### src/include/alarm_pkg.sv
// Shared constants for the converter result formatter and alarm monitor
package alarm_pkg;
  localparam int NUM_CH = 8;
  localparam int CH_W = 3;
  localparam int CODE_W = 18;
  localparam int CODE_STEPS = 262144;
  localparam int AUX_W = 16;
  localparam int HYS_W = 8;
  localparam int CMP_W = CODE_W + 3;
  localparam int ADDR_W = 8;
  localparam int DATA_W = 32;
  localparam int FLAG_W = 2 * NUM_CH;
  localparam int EDGE_CNT_W = 6;
  localparam int FRAME_CNT_W = 16;
  localparam int MV_W = 16;

  // Serial clock falling edge on which the alert pin may change
  localparam logic [EDGE_CNT_W-1:0] ALERT_EDGE = 6'h10;
  localparam logic [EDGE_CNT_W-1:0] EDGE_CNT_MAX = 6'h3f;

  // Positive full-scale limits in millivolts
  localparam logic [MV_W-1:0] PFS_10V24_MV = 16'h2800;
  localparam logic [MV_W-1:0] PFS_5V12_MV = 16'h1400;
  localparam logic [MV_W-1:0] PFS_2V56_MV = 16'h0a00;

  // Range select encodings
  localparam logic [3:0] RNG_BI_2P5 = 4'h0;
  localparam logic [3:0] RNG_BI_1P25 = 4'h1;
  localparam logic [3:0] RNG_BI_0P625 = 4'h2;
  localparam logic [3:0] RNG_UNI_2P5 = 4'h5;
  localparam logic [3:0] RNG_UNI_1P25 = 4'h6;

  // Register addresses
  localparam logic [ADDR_W-1:0] ADDR_ACTIVE = 8'h00;
  localparam logic [ADDR_W-1:0] ADDR_TRIPPED = 8'h01;
  localparam logic [ADDR_W-1:0] ADDR_IRQ_STAT = 8'h02;
  localparam logic [ADDR_W-1:0] ADDR_IRQ_MASK = 8'h03;
  localparam logic [ADDR_W-1:0] ADDR_AUX = 8'h04;
  localparam logic [ADDR_W-1:0] ADDR_FRAME = 8'h05;
  localparam logic [ADDR_W-1:0] CH_BASE = 8'h40;
  localparam logic [ADDR_W-1:0] CH_MASK = 8'hc0;
  localparam int CH_FLD_W = 3;
  localparam logic [CH_FLD_W-1:0] FLD_HI_THR = 3'h0;
  localparam logic [CH_FLD_W-1:0] FLD_HI_HYS = 3'h1;
  localparam logic [CH_FLD_W-1:0] FLD_LO_THR = 3'h2;
  localparam logic [CH_FLD_W-1:0] FLD_LO_HYS = 3'h3;
  localparam logic [CH_FLD_W-1:0] FLD_RANGE = 3'h4;
  localparam logic [CH_FLD_W-1:0] FLD_RESULT = 3'h5;

  // Field positions
  localparam int FLAG_LO_LSB = NUM_CH;
  localparam int RNG_BIPOLAR_BIT = 4;
  localparam int RNG_SPAN_LSB = 16;
  localparam int FRAME_CNT_LSB = 16;

  // Reset values
  localparam logic [CODE_W-1:0] HI_THR_RST = 18'h3ffff;
  localparam logic [CODE_W-1:0] LO_THR_RST = 18'h00000;
  localparam logic [HYS_W-1:0] HYS_RST = 8'h00;
  localparam logic [3:0] RANGE_RST = 4'h0;
endpackage

### src/include/alarm_if.sv
// Interfaces between the monitor top and its comparator and link front end
`timescale 1ns/100ps
interface alarm_cmp_if;
  logic update;
  logic [alarm_pkg::CODE_W-1:0] code;
  logic [alarm_pkg::CODE_W-1:0] hi_thr;
  logic [alarm_pkg::CODE_W-1:0] lo_thr;
  logic [alarm_pkg::HYS_W-1:0] hi_hys;
  logic [alarm_pkg::HYS_W-1:0] lo_hys;
  logic hi_active;
  logic lo_active;
  logic hi_hit;
  logic lo_hit;
  modport ctrl (output update, code, hi_thr, lo_thr, hi_hys, lo_hys,
                input hi_active, lo_active, hi_hit, lo_hit);
  modport cmp (input update, code, hi_thr, lo_thr, hi_hys, lo_hys,
               output hi_active, lo_active, hi_hit, lo_hit);
endinterface

interface link_edge_if;
  logic sclk_fall;
  logic frame_start;
  logic frame_active;
  modport src (output sclk_fall, frame_start, frame_active);
  modport sink (input sclk_fall, frame_start, frame_active);
endinterface

### src/design/alarm_channel.sv
// High and low threshold comparator with hysteresis for one channel
`timescale 1ns/100ps
module alarm_channel (
  input wire logic i_sys_clk,
  input wire logic i_reset_n,
  input wire logic i_clk_en,
  alarm_cmp_if.cmp cmp
);
  typedef struct packed {
    logic hi_active;
    logic lo_active;
    logic hi_hit;
    logic lo_hit;
  } chan_state_type;

  chan_state_type st_r;
  chan_state_type st_nxt;

  // Signed and widened so threshold minus hysteresis near zero cannot wrap
  logic signed [alarm_pkg::CMP_W-1:0] code_s;
  logic signed [alarm_pkg::CMP_W-1:0] hi_up;
  logic signed [alarm_pkg::CMP_W-1:0] hi_dn;
  logic signed [alarm_pkg::CMP_W-1:0] lo_dn;
  logic signed [alarm_pkg::CMP_W-1:0] lo_up;

  always_comb begin
    code_s = $signed({3'h0, cmp.code});
    hi_up = $signed({3'h0, cmp.hi_thr}) + $signed({13'h0, cmp.hi_hys});
    hi_dn = $signed({3'h0, cmp.hi_thr}) - $signed({13'h0, cmp.hi_hys}) - 21'sh2;
    lo_dn = $signed({3'h0, cmp.lo_thr}) - $signed({13'h0, cmp.lo_hys}) - 21'sh1;
    lo_up = $signed({3'h0, cmp.lo_thr}) + $signed({13'h0, cmp.lo_hys}) + 21'sh1;
    st_nxt = st_r;
    st_nxt.hi_hit = 1'b0;
    st_nxt.lo_hit = 1'b0;
    if (cmp.update) begin
      if (code_s > hi_up) begin
        st_nxt.hi_active = 1'b1;
        st_nxt.hi_hit = 1'b1;
      end else if (code_s <= hi_dn) begin
        st_nxt.hi_active = 1'b0;
      end
      if (code_s < lo_dn) begin
        st_nxt.lo_active = 1'b1;
        st_nxt.lo_hit = 1'b1;
      end else if (code_s >= lo_up) begin
        st_nxt.lo_active = 1'b0;
      end
    end
  end

  always_ff @(posedge i_sys_clk) begin
    if (!i_reset_n) begin
      st_r <= '0;
    end else if (i_clk_en) begin
      st_r <= st_nxt;
    end
  end

  assign cmp.hi_active = st_r.hi_active;
  assign cmp.lo_active = st_r.lo_active;
  assign cmp.hi_hit = st_r.hi_hit;
  assign cmp.lo_hit = st_r.lo_hit;
endmodule // alarm_channel

### src/design/sclk_edge.sv
// Serial clock and chip select synchroniser with frame edge detection
`timescale 1ns/100ps
module sclk_edge (
  input wire logic i_sys_clk,
  input wire logic i_reset_n,
  input wire logic i_clk_en,
  input wire logic i_sclk,
  input wire logic i_cs_n,
  link_edge_if.src lnk
);
  typedef struct packed {
    logic sclk_s1;
    logic sclk_s2;
    logic sclk_s3;
    logic cs_s1;
    logic cs_s2;
    logic cs_s3;
  } sync_state_type;

  sync_state_type st_r;
  sync_state_type st_nxt;

  always_comb begin
    st_nxt = st_r;
    st_nxt.sclk_s1 = i_sclk;
    st_nxt.sclk_s2 = st_r.sclk_s1;
    st_nxt.sclk_s3 = st_r.sclk_s2;
    st_nxt.cs_s1 = i_cs_n;
    st_nxt.cs_s2 = st_r.cs_s1;
    st_nxt.cs_s3 = st_r.cs_s2;
  end

  // Chip select idles high so no frame is seen while reset holds
  always_ff @(posedge i_sys_clk) begin
    if (!i_reset_n) begin
      st_r <= '0;
      st_r.cs_s1 <= 1'b1;
      st_r.cs_s2 <= 1'b1;
      st_r.cs_s3 <= 1'b1;
    end else if (i_clk_en) begin
      st_r <= st_nxt;
    end
  end

  assign lnk.sclk_fall = st_r.sclk_s3 & ~st_r.sclk_s2 & ~st_r.cs_s2;
  assign lnk.frame_start = st_r.cs_s3 & ~st_r.cs_s2;
  assign lnk.frame_active = ~st_r.cs_s2;
endmodule // sclk_edge

### src/design/adc_code_alarm_monitor.sv
// Result formatting, per-channel alarm flags, alert pin and register file
//
// Contract
// - Results leave in straight binary, same format on every channel and range.
// - Main-channel results are 18 bits; one step is span over 262144.
// - Span is positive minus negative full scale; 20.48, 10.24 or 5.12 V.
// - Auxiliary result is 16-bit unipolar, bypassing range handling.
// - Alert output is active high.
// - Alert changes only on the 16th falling serial clock edge of a frame.
// - Alert takes the OR of all channels' tripped flags at that edge.
// - Each channel has high and low thresholds each with own hysteresis.
// - High alarm sets when code exceeds high threshold plus hysteresis.
// - High alarm clears at code at or below threshold minus hysteresis minus 2.
// - Low alarm sets when code below low threshold minus hysteresis minus 1.
// - Low alarm clears at code at or above threshold plus hysteresis plus 1.
// - Active flags follow the alarm state live.
// - Tripped flags set with active, latch, clear when flag register read.
// - Range field decodes 0,1,2 as bipolar, 5,6 as unipolar ranges.
`timescale 1ns/100ps
module adc_code_alarm_monitor (
  input wire logic i_sys_clk,
  input wire logic i_reset_n,
  input wire logic i_clk_en,
  input wire logic i_sclk,
  input wire logic i_cs_n,
  input wire logic [alarm_pkg::ADDR_W-1:0] i_addr,
  input wire logic [alarm_pkg::DATA_W-1:0] i_wdata,
  input wire logic i_wr,
  input wire logic i_rd,
  output logic [alarm_pkg::DATA_W-1:0] o_rdata,
  input wire logic i_conv_valid,
  input wire logic [alarm_pkg::CH_W-1:0] i_conv_chan,
  input wire logic [alarm_pkg::CODE_W-1:0] i_conv_code,
  input wire logic i_aux_valid,
  input wire logic [alarm_pkg::AUX_W-1:0] i_aux_code,
  output logic o_result_valid,
  output logic [alarm_pkg::CH_W-1:0] o_result_chan,
  output logic [alarm_pkg::CODE_W-1:0] o_result_code,
  output logic o_alert,
  output logic o_irq
);
  localparam int N = alarm_pkg::NUM_CH;

  typedef struct packed {
    logic [N-1:0][alarm_pkg::CODE_W-1:0] hi_thr;
    logic [N-1:0][alarm_pkg::CODE_W-1:0] lo_thr;
    logic [N-1:0][alarm_pkg::HYS_W-1:0] hi_hys;
    logic [N-1:0][alarm_pkg::HYS_W-1:0] lo_hys;
    logic [N-1:0][3:0] channel_range_select;
    logic [N-1:0][alarm_pkg::CODE_W-1:0] result;
    logic [N-1:0] upd;
    logic [alarm_pkg::FLAG_W-1:0] tripped;
    logic [alarm_pkg::FLAG_W-1:0] irq_stat;
    logic [alarm_pkg::FLAG_W-1:0] irq_mask;
    logic [alarm_pkg::AUX_W-1:0] aux;
    logic [alarm_pkg::EDGE_CNT_W-1:0] edge_cnt;
    logic [alarm_pkg::FRAME_CNT_W-1:0] frame_cnt;
    logic alert;
    logic [alarm_pkg::DATA_W-1:0] rdata;
    logic res_valid;
    logic [alarm_pkg::CH_W-1:0] res_chan;
    logic [alarm_pkg::CODE_W-1:0] res_code;
  } mon_state_type;

  mon_state_type st_r;
  mon_state_type st_nxt;

  logic [N-1:0] hi_active;
  logic [N-1:0] lo_active;
  logic [N-1:0] hi_hit;
  logic [N-1:0] lo_hit;
  logic [alarm_pkg::FLAG_W-1:0] hits;
  logic [alarm_pkg::FLAG_W-1:0] active;

  link_edge_if lnk ();

  sclk_edge u_sclk_edge (
    .i_sys_clk(i_sys_clk),
    .i_reset_n(i_reset_n),
    .i_clk_en(i_clk_en),
    .i_sclk(i_sclk),
    .i_cs_n(i_cs_n),
    .lnk(lnk)
  );

  genvar g;
  generate
    for (g = 0; g < N; g++) begin : gen_ch
      alarm_cmp_if cmp_bus ();
      assign cmp_bus.update = st_r.upd[g];
      assign cmp_bus.code = st_r.result[g];
      assign cmp_bus.hi_thr = st_r.hi_thr[g];
      assign cmp_bus.lo_thr = st_r.lo_thr[g];
      assign cmp_bus.hi_hys = st_r.hi_hys[g];
      assign cmp_bus.lo_hys = st_r.lo_hys[g];
      assign hi_active[g] = cmp_bus.hi_active;
      assign lo_active[g] = cmp_bus.lo_active;
      assign hi_hit[g] = cmp_bus.hi_hit;
      assign lo_hit[g] = cmp_bus.lo_hit;
      alarm_channel u_chan (
        .i_sys_clk(i_sys_clk),
        .i_reset_n(i_reset_n),
        .i_clk_en(i_clk_en),
        .cmp(cmp_bus)
      );
    end
  endgenerate

  assign hits = {lo_hit, hi_hit};
  assign active = {lo_active, hi_active};

  // Returns {bipolar, positive full scale in mV}; unlisted codes act as the widest range
  function automatic logic [alarm_pkg::MV_W:0] range_info(input logic [3:0] sel);
    logic [alarm_pkg::MV_W:0] r;
    r = {1'b1, alarm_pkg::PFS_10V24_MV};
    case (sel)
      alarm_pkg::RNG_BI_2P5: r = {1'b1, alarm_pkg::PFS_10V24_MV};
      alarm_pkg::RNG_BI_1P25: r = {1'b1, alarm_pkg::PFS_5V12_MV};
      alarm_pkg::RNG_BI_0P625: r = {1'b1, alarm_pkg::PFS_2V56_MV};
      alarm_pkg::RNG_UNI_2P5: r = {1'b0, alarm_pkg::PFS_10V24_MV};
      alarm_pkg::RNG_UNI_1P25: r = {1'b0, alarm_pkg::PFS_5V12_MV};
      default: r = {1'b1, alarm_pkg::PFS_10V24_MV};
    endcase
    return r;
  endfunction

  // Span is PFS minus NFS: twice PFS when bipolar, PFS when unipolar
  function automatic logic [alarm_pkg::MV_W-1:0] span_mv(input logic [alarm_pkg::MV_W:0] ri);
    logic [alarm_pkg::MV_W-1:0] s;
    s = ri[alarm_pkg::MV_W] ? {ri[alarm_pkg::MV_W-2:0], 1'b0} : ri[alarm_pkg::MV_W-1:0];
    return s;
  endfunction

  logic is_ch;
  logic [alarm_pkg::CH_W-1:0] ch_idx;
  logic [alarm_pkg::CH_FLD_W-1:0] fld;
  logic [alarm_pkg::MV_W:0] sel_info;
  logic [alarm_pkg::MV_W:0] conv_info;
  logic [alarm_pkg::CODE_W-1:0] fmt_code;
  logic [alarm_pkg::FLAG_W-1:0] w1c;
  logic [alarm_pkg::FLAG_W-1:0] rd_clr;

  always_comb begin
    is_ch = (i_addr & alarm_pkg::CH_MASK) == alarm_pkg::CH_BASE;
    ch_idx = i_addr[alarm_pkg::CH_FLD_W +: alarm_pkg::CH_W];
    fld = i_addr[alarm_pkg::CH_FLD_W-1:0];
    sel_info = range_info(st_r.channel_range_select[ch_idx]);
    conv_info = range_info(st_r.channel_range_select[i_conv_chan]);
    // Core delivers two's complement on bipolar ranges; flipping the MSB gives offset binary
    fmt_code = conv_info[alarm_pkg::MV_W] ?
               {~i_conv_code[alarm_pkg::CODE_W-1], i_conv_code[alarm_pkg::CODE_W-2:0]} :
               i_conv_code;
    w1c = '0;
    rd_clr = '0;
    st_nxt = st_r;
    st_nxt.upd = '0;
    st_nxt.res_valid = 1'b0;
    st_nxt.rdata = '0;

    if (i_conv_valid) begin
      st_nxt.result[i_conv_chan] = fmt_code;
      st_nxt.upd[i_conv_chan] = 1'b1;
      st_nxt.res_valid = 1'b1;
      st_nxt.res_chan = i_conv_chan;
      st_nxt.res_code = fmt_code;
    end
    if (i_aux_valid) begin
      st_nxt.aux = i_aux_code;
    end

    if (i_wr) begin
      if (is_ch) begin
        case (fld)
          alarm_pkg::FLD_HI_THR: st_nxt.hi_thr[ch_idx] = i_wdata[alarm_pkg::CODE_W-1:0];
          alarm_pkg::FLD_HI_HYS: st_nxt.hi_hys[ch_idx] = i_wdata[alarm_pkg::HYS_W-1:0];
          alarm_pkg::FLD_LO_THR: st_nxt.lo_thr[ch_idx] = i_wdata[alarm_pkg::CODE_W-1:0];
          alarm_pkg::FLD_LO_HYS: st_nxt.lo_hys[ch_idx] = i_wdata[alarm_pkg::HYS_W-1:0];
          alarm_pkg::FLD_RANGE: st_nxt.channel_range_select[ch_idx] = i_wdata[3:0];
          default: st_nxt.aux = st_nxt.aux;
        endcase
      end else if (i_addr == alarm_pkg::ADDR_IRQ_STAT) begin
        w1c = i_wdata[alarm_pkg::FLAG_W-1:0];
      end else if (i_addr == alarm_pkg::ADDR_IRQ_MASK) begin
        st_nxt.irq_mask = i_wdata[alarm_pkg::FLAG_W-1:0];
      end
    end

    if (i_rd) begin
      if (is_ch) begin
        case (fld)
          alarm_pkg::FLD_HI_THR: st_nxt.rdata = 32'(st_r.hi_thr[ch_idx]);
          alarm_pkg::FLD_HI_HYS: st_nxt.rdata = 32'(st_r.hi_hys[ch_idx]);
          alarm_pkg::FLD_LO_THR: st_nxt.rdata = 32'(st_r.lo_thr[ch_idx]);
          alarm_pkg::FLD_LO_HYS: st_nxt.rdata = 32'(st_r.lo_hys[ch_idx]);
          alarm_pkg::FLD_RANGE: begin
            st_nxt.rdata[3:0] = st_r.channel_range_select[ch_idx];
            st_nxt.rdata[alarm_pkg::RNG_BIPOLAR_BIT] = sel_info[alarm_pkg::MV_W];
            st_nxt.rdata[alarm_pkg::RNG_SPAN_LSB +: alarm_pkg::MV_W] = span_mv(sel_info);
          end
          alarm_pkg::FLD_RESULT: st_nxt.rdata = 32'(st_r.result[ch_idx]);
          default: st_nxt.rdata = '0;
        endcase
      end else begin
        case (i_addr)
          alarm_pkg::ADDR_ACTIVE: st_nxt.rdata = 32'(active);
          alarm_pkg::ADDR_TRIPPED: begin
            st_nxt.rdata = 32'(st_r.tripped);
            rd_clr = '1;
          end
          alarm_pkg::ADDR_IRQ_STAT: st_nxt.rdata = 32'(st_r.irq_stat);
          alarm_pkg::ADDR_IRQ_MASK: st_nxt.rdata = 32'(st_r.irq_mask);
          alarm_pkg::ADDR_AUX: st_nxt.rdata = 32'(st_r.aux);
          alarm_pkg::ADDR_FRAME: begin
            st_nxt.rdata[alarm_pkg::EDGE_CNT_W-1:0] = st_r.edge_cnt;
            st_nxt.rdata[alarm_pkg::FRAME_CNT_LSB +: alarm_pkg::FRAME_CNT_W] = st_r.frame_cnt;
          end
          default: st_nxt.rdata = '0;
        endcase
      end
    end

    // A new hit in the clearing cycle survives the clear
    st_nxt.tripped = (st_r.tripped & ~rd_clr) | hits;
    st_nxt.irq_stat = (st_r.irq_stat & ~w1c) | hits;

    if (lnk.frame_start) begin
      st_nxt.edge_cnt = '0;
      st_nxt.frame_cnt = st_r.frame_cnt + 16'h0001;
    end else if (lnk.sclk_fall) begin
      if (st_r.edge_cnt != alarm_pkg::EDGE_CNT_MAX) begin
        st_nxt.edge_cnt = st_r.edge_cnt + 6'h01;
      end
      // Alert only moves on this edge, so a trip after it waits for the next frame
      if (st_r.edge_cnt + 6'h01 == alarm_pkg::ALERT_EDGE) begin
        st_nxt.alert = |st_r.tripped;
      end
    end
  end

  always_ff @(posedge i_sys_clk) begin
    if (!i_reset_n) begin
      st_r <= '0;
      st_r.hi_thr <= {N{alarm_pkg::HI_THR_RST}};
      st_r.lo_thr <= {N{alarm_pkg::LO_THR_RST}};
      st_r.hi_hys <= {N{alarm_pkg::HYS_RST}};
      st_r.lo_hys <= {N{alarm_pkg::HYS_RST}};
      st_r.channel_range_select <= {N{alarm_pkg::RANGE_RST}};
    end else if (i_clk_en) begin
      st_r <= st_nxt;
    end
  end

  assign o_rdata = st_r.rdata;
  assign o_alert = st_r.alert;
  assign o_irq = |(st_r.irq_stat & st_r.irq_mask);
  assign o_result_valid = st_r.res_valid;
  assign o_result_chan = st_r.res_chan;
  assign o_result_code = st_r.res_code;
endmodule // adc_code_alarm_monitor

### config.mk
export PLATFORM = sky130hd
export DESIGN_NAME = adc_code_alarm_monitor
export DESIGN_NICKNAME = d
export VERILOG_FILES = /design/src/include/alarm_pkg.sv /design/src/include/alarm_if.sv /design/src/design/alarm_channel.sv /design/src/design/sclk_edge.sv /design/src/design/adc_code_alarm_monitor.sv
export SDC_FILE = /design/constraint.sdc
export NUM_CORES = 2
export LEC_CHECK = 0
export BUFFER_PORTS_ARGS = -buffer_cell sky130_fd_sc_hd__buf_2
export CORE_ASPECT_RATIO = 1.5
export CORE_MARGIN = 2
export CORE_UTILIZATION = 40
export CTS_BUF_LIST = sky130_fd_sc_hd__clkbuf_8
export DETAILED_ROUTE_END_ITERATION = 10
export PLACE_DENSITY_LB_ADDON = 0.05
export SYNTH_ARGS = -nofsm -noshare
export SYNTH_HDL_FRONTEND = slang
export SYNTH_SLANG_ARGS = --single-unit
### constraint.sdc
create_clock -name i_sys_clk -period 6.4 [get_ports i_sys_clk]
set_input_delay 0.96 -clock i_sys_clk [delete_from_list [all_inputs] [get_ports i_sys_clk]]
set_output_delay 0.96 -clock i_sys_clk [all_outputs]
set_load 0.02 [all_outputs]
# Word level (Yosys, flattened, before mapping)
# Index checks and enable logic that the tools add are counted.
[word_totals]
regBits = 779
in_bits = 86
output_inout_bits = 56
word_cells = 389
[op_classes]
add_sub_neg = 58
order_cmp = 36
n_eq_ne = 21
mux = 110
bitwise = 16
n_reduce_logical = 50
[ops]
columns = ["op", "count"]
rows = [
  ["$bwmux 144", 3],
  ["$add 18x8->19", 16],
  ["$sub 18x8->19", 16],
  ["$add 21x2->21 const B", 8],
  ["$ge 19x21->1", 8],
  ["$le 19x21->1", 8],
  ["$lt 19x21->1", 8],
  ["$sub 21x2->21 const B", 8],
  ["$sub 21x3->21 const B", 8],
  ["$bmux 18 s3", 3],
  ["$gt 18x19->1", 8],
  ["$mux 16", 9],
  ["$pmux 17 s4", 2],
  ["$bwmux 64", 2],
  ["$demux 18 s3", 2],
  ["$mux 18", 6],
  ["$mux 32", 2],
  ["$pmux 16 s4", 1],
  ["$pmux 11 s5", 1],
  ["$reduce_and 3->1", 17],
  ["$pmux 10 s5", 1],
  ["$mux 1", 49],
  ["$and 16x16->16", 3],
  ["$bmux 8 s3", 2],
  ["40 further kinds", 100],
]

# Longest topological paths before layout
[depth]
depth_word = 8
ltp_mapped = 23
ltp_nobuf = 22

# Hierarchy
# Synthesis repeated with hierarchy kept, for this count alone.
[hier_totals]
hier_cells = 9782
hier_area_um2 = 76575.9
[by_module_without_submodules]
columns = ["mod", "instances", "cells_each", "area_each_um2", "seq_area_each_um2"]
rows = [
  ["adc_code_alarm_monitor", 1, 4078, 34222.8, 14834.2],
  ["alarm_channel at gen_ch[2].u_chan ...", 4, 687, 5176.2, 80.1],
  ["alarm_channel at gen_ch[6].u_chan", 1, 743, 5544.1, 80.1],
  ["alarm_channel at gen_ch[0].u_chan", 1, 760, 5479.0, 80.1],
  ["alarm_channel at gen_ch[1].u_chan", 1, 719, 5208.7, 80.1],
  ["alarm_channel at gen_ch[7].u_chan", 1, 712, 5180.0, 80.1],
  ["sclk_edge", 1, 22, 236.5, 120.1],
]

# Least setup slack after synthesis
# No wires, ideal clock.
[synth_timing]
path_type = "register to register"
startpoint = "register, netlist name gen_ch[4].cmp_bus.lo_thr[0]"
endpoint = "register gen_ch[4].u_chan.st_r (netlist bit gen_ch[4].u_chan.cmp.lo_active)"
setup_ns = 0.059
arrival_time_ns = 4.612
t_required_ns = 6.341
path_slack_ns = 1.730
stages_incl_launch_ff = 23
n_path_buf = 0
period_less_slack_ns = 4.670
path_cell_list = "dfxtp_1 > inv_1 > ha_1 > inv_1 > fa_1 > a211oi_4 > o21bai_2 > a21o_1 > or3b_1 > a311o_1 > or3_4 > or2_4 > nor2_1 > xor2_1 > ha_1 > a21oi_1 > nor2b_1 > o21ai_0 > nand2b_1 > a221o_1 > a31oi_1 > o221a_1 > a31o_1"
[synth_between]
elab_chain_len = 5
elab_cells_between_ends = 9
classes_between = "add/sub: 4; order compare: 2; mux: 1; reduce/logical: 2"
[synth_rtl]
columns = ["item", "line", "source"]
rows = [
  ["$add 18x8->19 / $sub 18x8->19 (equally long branches)", "alarm_channel.sv:31, alarm_channel.sv:30", ""],
  ["$add 21x2->21 / $sub 21x2->21 (equally long branches)", "alarm_channel.sv:31, alarm_channel.sv:30", ""],
  ["$ge 19x21->1 / $lt 19x21->1 (equally long branches)", "alarm_channel.sv:45, alarm_channel.sv:42", ""],
  ["$reduce_bool 2->1 (no source line)", "--", ""],
  ["$reduce_and 3->1 (no source line)", "--", ""],
  ["to (signal assigned)", "alarm_channel.sv:55", "st_r <= st_nxt;"],
  ["to (decl)", "alarm_channel.sv:16", "chan_state_type st_r;"],
]
# Several ways; a longest one is shown, not always the timed one.
# A chain may end at the register's enable or synchronous reset.

# Worst setup path in the final report
[layout_timing]
startpoint = "register, netlist name gen_ch[0].cmp_bus.hi_hys[2]"
endpoint = "register gen_ch[0].u_chan.st_r (netlist bit gen_ch[0].u_chan.cmp.hi_active)"
[layout_between]
elab_chain_len = 5
elab_cells_between_ends = 8
classes_between = "add/sub: 3; order compare: 2; mux: 1; reduce/logical: 2"
[layout_rtl]
columns = ["item", "line", "source"]
rows = [
  ["$sub 18x8->19", "alarm_channel.sv:29", "hi_dn = $signed({3'h0, cmp.hi_thr}) - $signed({13'h0, cmp.hi_hys}) - 21'sh2;"],
  ["$sub 21x3->21", "alarm_channel.sv:29", ""],
  ["$le 19x21->1", "alarm_channel.sv:39", "end else if (code_s <= hi_dn) begin"],
  ["$reduce_bool 2->1 (no source line)", "--", ""],
  ["$reduce_and 3->1 (no source line)", "--", ""],
  ["to (signal assigned)", "alarm_channel.sv:55", ""],
  ["to (decl)", "alarm_channel.sv:16", ""],
]
# Several ways; a longest one is shown, not always the timed one.

==> results <==
- The run finished with clean final reports.
- The hold path endpoint is u_sclk_edge.st_nxt[1]$_SDFFE_PN1P_.
- Headroom to the max-slew limit came out at 1.43%.
- After clock tree synthesis, the setup repair step added 0 buffers.
- Yosys attributes the largest share of cell area to dfxtp_1 21%, ha_1 14%, nand2_1 8.4%.
- Wires add up to 383 mm.
- The number of nets in the final layout is 10500.
- The number of warning messages in the yosys log is 0.
- The number of enable flip-flop cells after synthesis is 0.
- The first global-routing pass estimated 527 mm of wire.
- In this run the critical register-to-register path is launched from gen_ch[0].cmp_bus.hi_hys[2]$_SDFFE_PN0P_.
- The number of max-slew violations in the final report came to 0.
- The post-synthesis instance total is 9724.
- Setup violations remaining at the end of the flow were counted as 0.
- The most common cell in the synthesized netlist is nand2_1.
- The class of the tightest hold or removal check is in -> reg.
- The die is 529 um tall.
- The total standard cell area after synthesis is 73500 um^2.
- The die covers 187000 um^2.
- The top cell type by area accounts for 21.2% of the synthesized area.
- After synthesis, the share of flip-flops with an asynchronous set or reset is 0%.
- The layout overhead on the synthesized area is 7.15%.
- Clock tree synthesis selected as its root buffer the cell clkbuf_8.
- The number of rows created at floorplan is 192.
- The cell type with the largest total area after synthesis is dfxtp_1.
- The number of clock sinks seen by CTS is 779.
- The final route contains 74600 vias.
- From left edge to right edge, the die measures 354 um.
- Counting flops and latches in the post-synthesis netlist gives 779.
- Setup slack on the worst reg-to-reg path comes out at 0.64 ns.
- The worst setup path is launched from a flip-flop.
- The top achievable clock speed is 0.174 GHz.
- The main flop type after synthesis is dfxtp_1.
- The combined global-route utilization of all metal layers is 39.5%.
- In the final routed layout, each cell accounts on average for 31.8 um.
- OpenSTA, run right after detailed placement, puts the worst setup slack at 0.715 ns.
- The post-synthesis net count is 10700.
- Setup slack closes at 0.642 ns.
- The critical-path maximum fanout is 9.
- In this run, the number of DRC markers left after iteration 0 of detailed routing was 7982.
- The number of global-route vias before repair is 69700.
- The number of iterations in the first detailed-routing pass is 6.
- The number of buffers inserted during clock tree synthesis is 151.
- The required time of the critical path is 7.23 ns.
- After detailed placement, the total cell area comes to 75700 um^2.
- The via count normalized by instance count is 6.20.
- The routed design could run at a clock period as short as 5.76 ns.
- The critical path arrival is 6.58 ns.
- The number of hold violations in the final report is 0.
- Cells with a size suffix above 1 make up 6.22% of the layout.
- The worst-margin pin slew is 1.48 ns.
- Power spread over the standard cell area amounts to 144 nW/um^2.
- The endpoint class of the critical path is a flip-flop.
- The total core area is 183000 um^2.
- The setup clock skew after layout is 0.0903 ns.
- The max-cap check violation count is 0.
- Summed over all cells, the static leakage comes to 0.0320 uW.
- In the final timing run, aggregate negative setup slack is 0 ns.
- The post-cts hold buffer count is 0.
- For the worst-skew pair, the clock arrives at the later sink with an insertion delay of 0.95 ns.
- The pin count of the biggest net entering global routing is 155.
- Of the available clock period, the critical path in the final layout requires 90.0%.
- In the synthesized netlist, the cells that appear most often are 1640 x nand2_1, 851 x ha_1, 779 x dfxtp_1, 564 x nor2_1, 534 x clkbuf_1.
- The clock tree synthesis step divided the H-tree into 4 levels.
- Counting instances, the worst hold path has a depth of 3.
- The initial antenna violation count is 60.
- With fillers left out, the area of the finished cells amounts to 78700 um^2.
- The distinct cell type count of the synthesized netlist is 103.
- The critical path is of the reg -> reg type.
- The count of buffers from port buffering is 127.
- The post-cts repair resize count is 0.
- The TritonCTS clock tree is built.
- Summed over all nets, the half-perimeter wirelength after detailed placement is 291 mm.
- The start point of the worst min-delay path is i_cs_n.
- Sequential elements use 21.2% of the synthesized area.
- Setup repair after global routing left no endpoint under its margin.
- After clock tree synthesis, the clock-pin slew on the worst setup and hold paths is 0.06 ns.
- The number of cells on the worst reg-to-reg path is 22.
- The worst register-to-register path ends at gen_ch[0].u_chan.cmp.hi_active$_SDFFE_PN0P_.
- The global placement routability congestion is 1.05.
- Each instance of the synthesized netlist takes up on average 7.56 um^2.
- After global routing the overflow that remains totals 0.
- The effective utilization at floorplan is 40.2%.
- The worst IR drop on VDD is 0.000159 V.
- In this run the remaining antenna-violating nets after routing total 0.
- Pin placement for this block handled 142 I/O pins.
- The maximum clock path buffer count is 4.
- The number of remaining DRC errors is 0.
-- sequential cells by signal, summed over array words and instances, names as in the netlist, 3 cells and up --
signal	flops
gen_ch.cmp_bus.code	144
gen_ch.cmp_bus.hi_thr	144
gen_ch.cmp_bus.lo_thr	144
st_r	118
gen_ch.cmp_bus.hi_hys	64
gen_ch.cmp_bus.lo_hys	64
o_rdata	32
o_result_code	18
gen_ch.cmp_bus.update	8
gen_ch.u_chan.cmp.hi_active	8
gen_ch.u_chan.cmp.hi_hit	8
gen_ch.u_chan.cmp.lo_active	8
gen_ch.u_chan.cmp.lo_hit	8
u_sclk_edge.st_nxt	4
o_result_chan	3
-- per-layer routing --
metal / global-route usage [%] / part of all wire (%) / vias to the layer above / routed length [um]
met2: 63.0 / 45 / 3421 / 171000
met1: 44.5 / 37 / 35900 / 143000
li1: - / - / 34100 / -
met3: 8.60 / 7.9 / 1133 / 30400
met4: 34.3 / 10 / 32 / 38500
met5: 0 / 0.056 / - / 215
-- per-stage QoR --
| stage | instances | hold slack [ns] | util [%] | power, uW |
|---|---|---|---|---|
| after floorplan | 9724 | 0.423 | - | 5580 |
| after global placement | 11800 | 0.436 | 41.4 | 6110 |
| after detailed placement | 11800 | 0.434 | 41.4 | 6110 |
| after CTS | 12000 | 0.203 | 43.1 | 11400 |
| after global routing | 12000 | 0.247 | 43.1 | 11600 |
| final | 12000 | 0.257 | 43.1 | 11400 |
-- cell families (layout without fill, tap and decap cells) --
family | Yosys count | in the layout | synth area share (%)
flip-flops | 779 | 779 | 21.2
buffers and inverters | 1020 | 875 | 5.52
AND/OR/NAND/NOR | 3774 | 3774 | 24.3
XOR/XNOR | 735 | 735 | 8.76
other | 0 | 34 | 0
adder cells (fa/ha/maj) | 885 | 885 | 15.4
AO/OA/AOI/OAI | 2419 | 2419 | 23.2
multiplexers | 112 | 112 | 1.60
-- cell usage in the layout (no fill, tap or decap), types with 177 or more instances in the layout --
| master | count |
|---|---|
| a21boi_0 | 522 |
| a21oi_1 | 374 |
| a22oi_1 | 267 |
| clkbuf_8 | 177 |
| dfxtp_1 | 779 |
| ha_1 | 851 |
| inv_1 | 402 |
| nand2_1 | 1640 |
| nand3_1 | 349 |
| nor2_1 | 561 |
| nor2b_1 | 223 |
| nor3_1 | 181 |
| o21ai_0 | 277 |
| xnor2_1 | 473 |
| xor2_1 | 261 |
-- power breakdown --
| part | switching [uW] | internal (uW) | total [uW] | leakage [uW] |
|---|---|---|---|---|
| registers | 75.7 | 4880 | 4950 | 0.00629 |
| clock network | 2500 | 2820 | 5320 | 0.00166 |
| logic | 806 | 294 | 1100 | 0.0240 |
| total | 3380 | 8000 | 11400 | 0.0320 |
-- cell type report --
type,count,area (um^2)
flip-flops and latches,779,15600
well taps,2425,3030
clock inverters,71,528
repair buffers,260,1750
diodes,34,85.1
multi-input cells,7925,53900
fillers,18900,104000
inverters,367,1380
clock buffers,177,2440
-- worst max-delay path by stage --
stage | start | end | slack, ns | depth (start not counted)
after floorplan | gen_ch[4].cmp_bus.lo_thr[0]$_SDFFE_PN0P_ | gen_ch[4].u_chan.cmp.lo_active$_SDFFE_PN0P_ | 1.73 | 22
after global routing | gen_ch[0].cmp_bus.hi_hys[2]$_SDFFE_PN0P_ | gen_ch[0].u_chan.cmp.hi_active$_SDFFE_PN0P_ | 0.31 | 22
after detailed placement | gen_ch[0].cmp_bus.hi_hys[2]$_SDFFE_PN0P_ | gen_ch[0].u_chan.cmp.hi_active$_SDFFE_PN0P_ | 0.72 | 22
after global placement | gen_ch[0].cmp_bus.hi_hys[2]$_SDFFE_PN0P_ | gen_ch[0].u_chan.cmp.hi_active$_SDFFE_PN0P_ | 0.77 | 22
after CTS | gen_ch[0].cmp_bus.hi_hys[2]$_SDFFE_PN0P_ | gen_ch[0].u_chan.cmp.hi_active$_SDFFE_PN0P_ | 0.68 | 22
final | gen_ch[0].cmp_bus.hi_hys[2]$_SDFFE_PN0P_ | gen_ch[0].u_chan.cmp.hi_active$_SDFFE_PN0P_ | 0.64 | 22
-- worst max-delay path, stage by stage (launching register included) --
cell       delay, ns
dfxtp_1         0.40
inv_1           0.07
ha_1            0.41
and2b_1         0.25
o21ai_1         0.25
a21oi_1         0.12
or3_1           0.37
a211oi_1        0.64
a41oi_1         0.24
or3_1           0.41
nor2_1          0.13
xnor2_1         0.14
ha_1            0.27
a21oi_1         0.15
nor2b_1         0.06
o21ai_0         0.17
nand2b_1        0.08
a21oi_1         0.20
o211ai_1        0.12
o21a_1          0.18
a2111oi_0       0.72
buf_4           0.22
nor2_1          0.04
(Power assumes the default switching activity.)
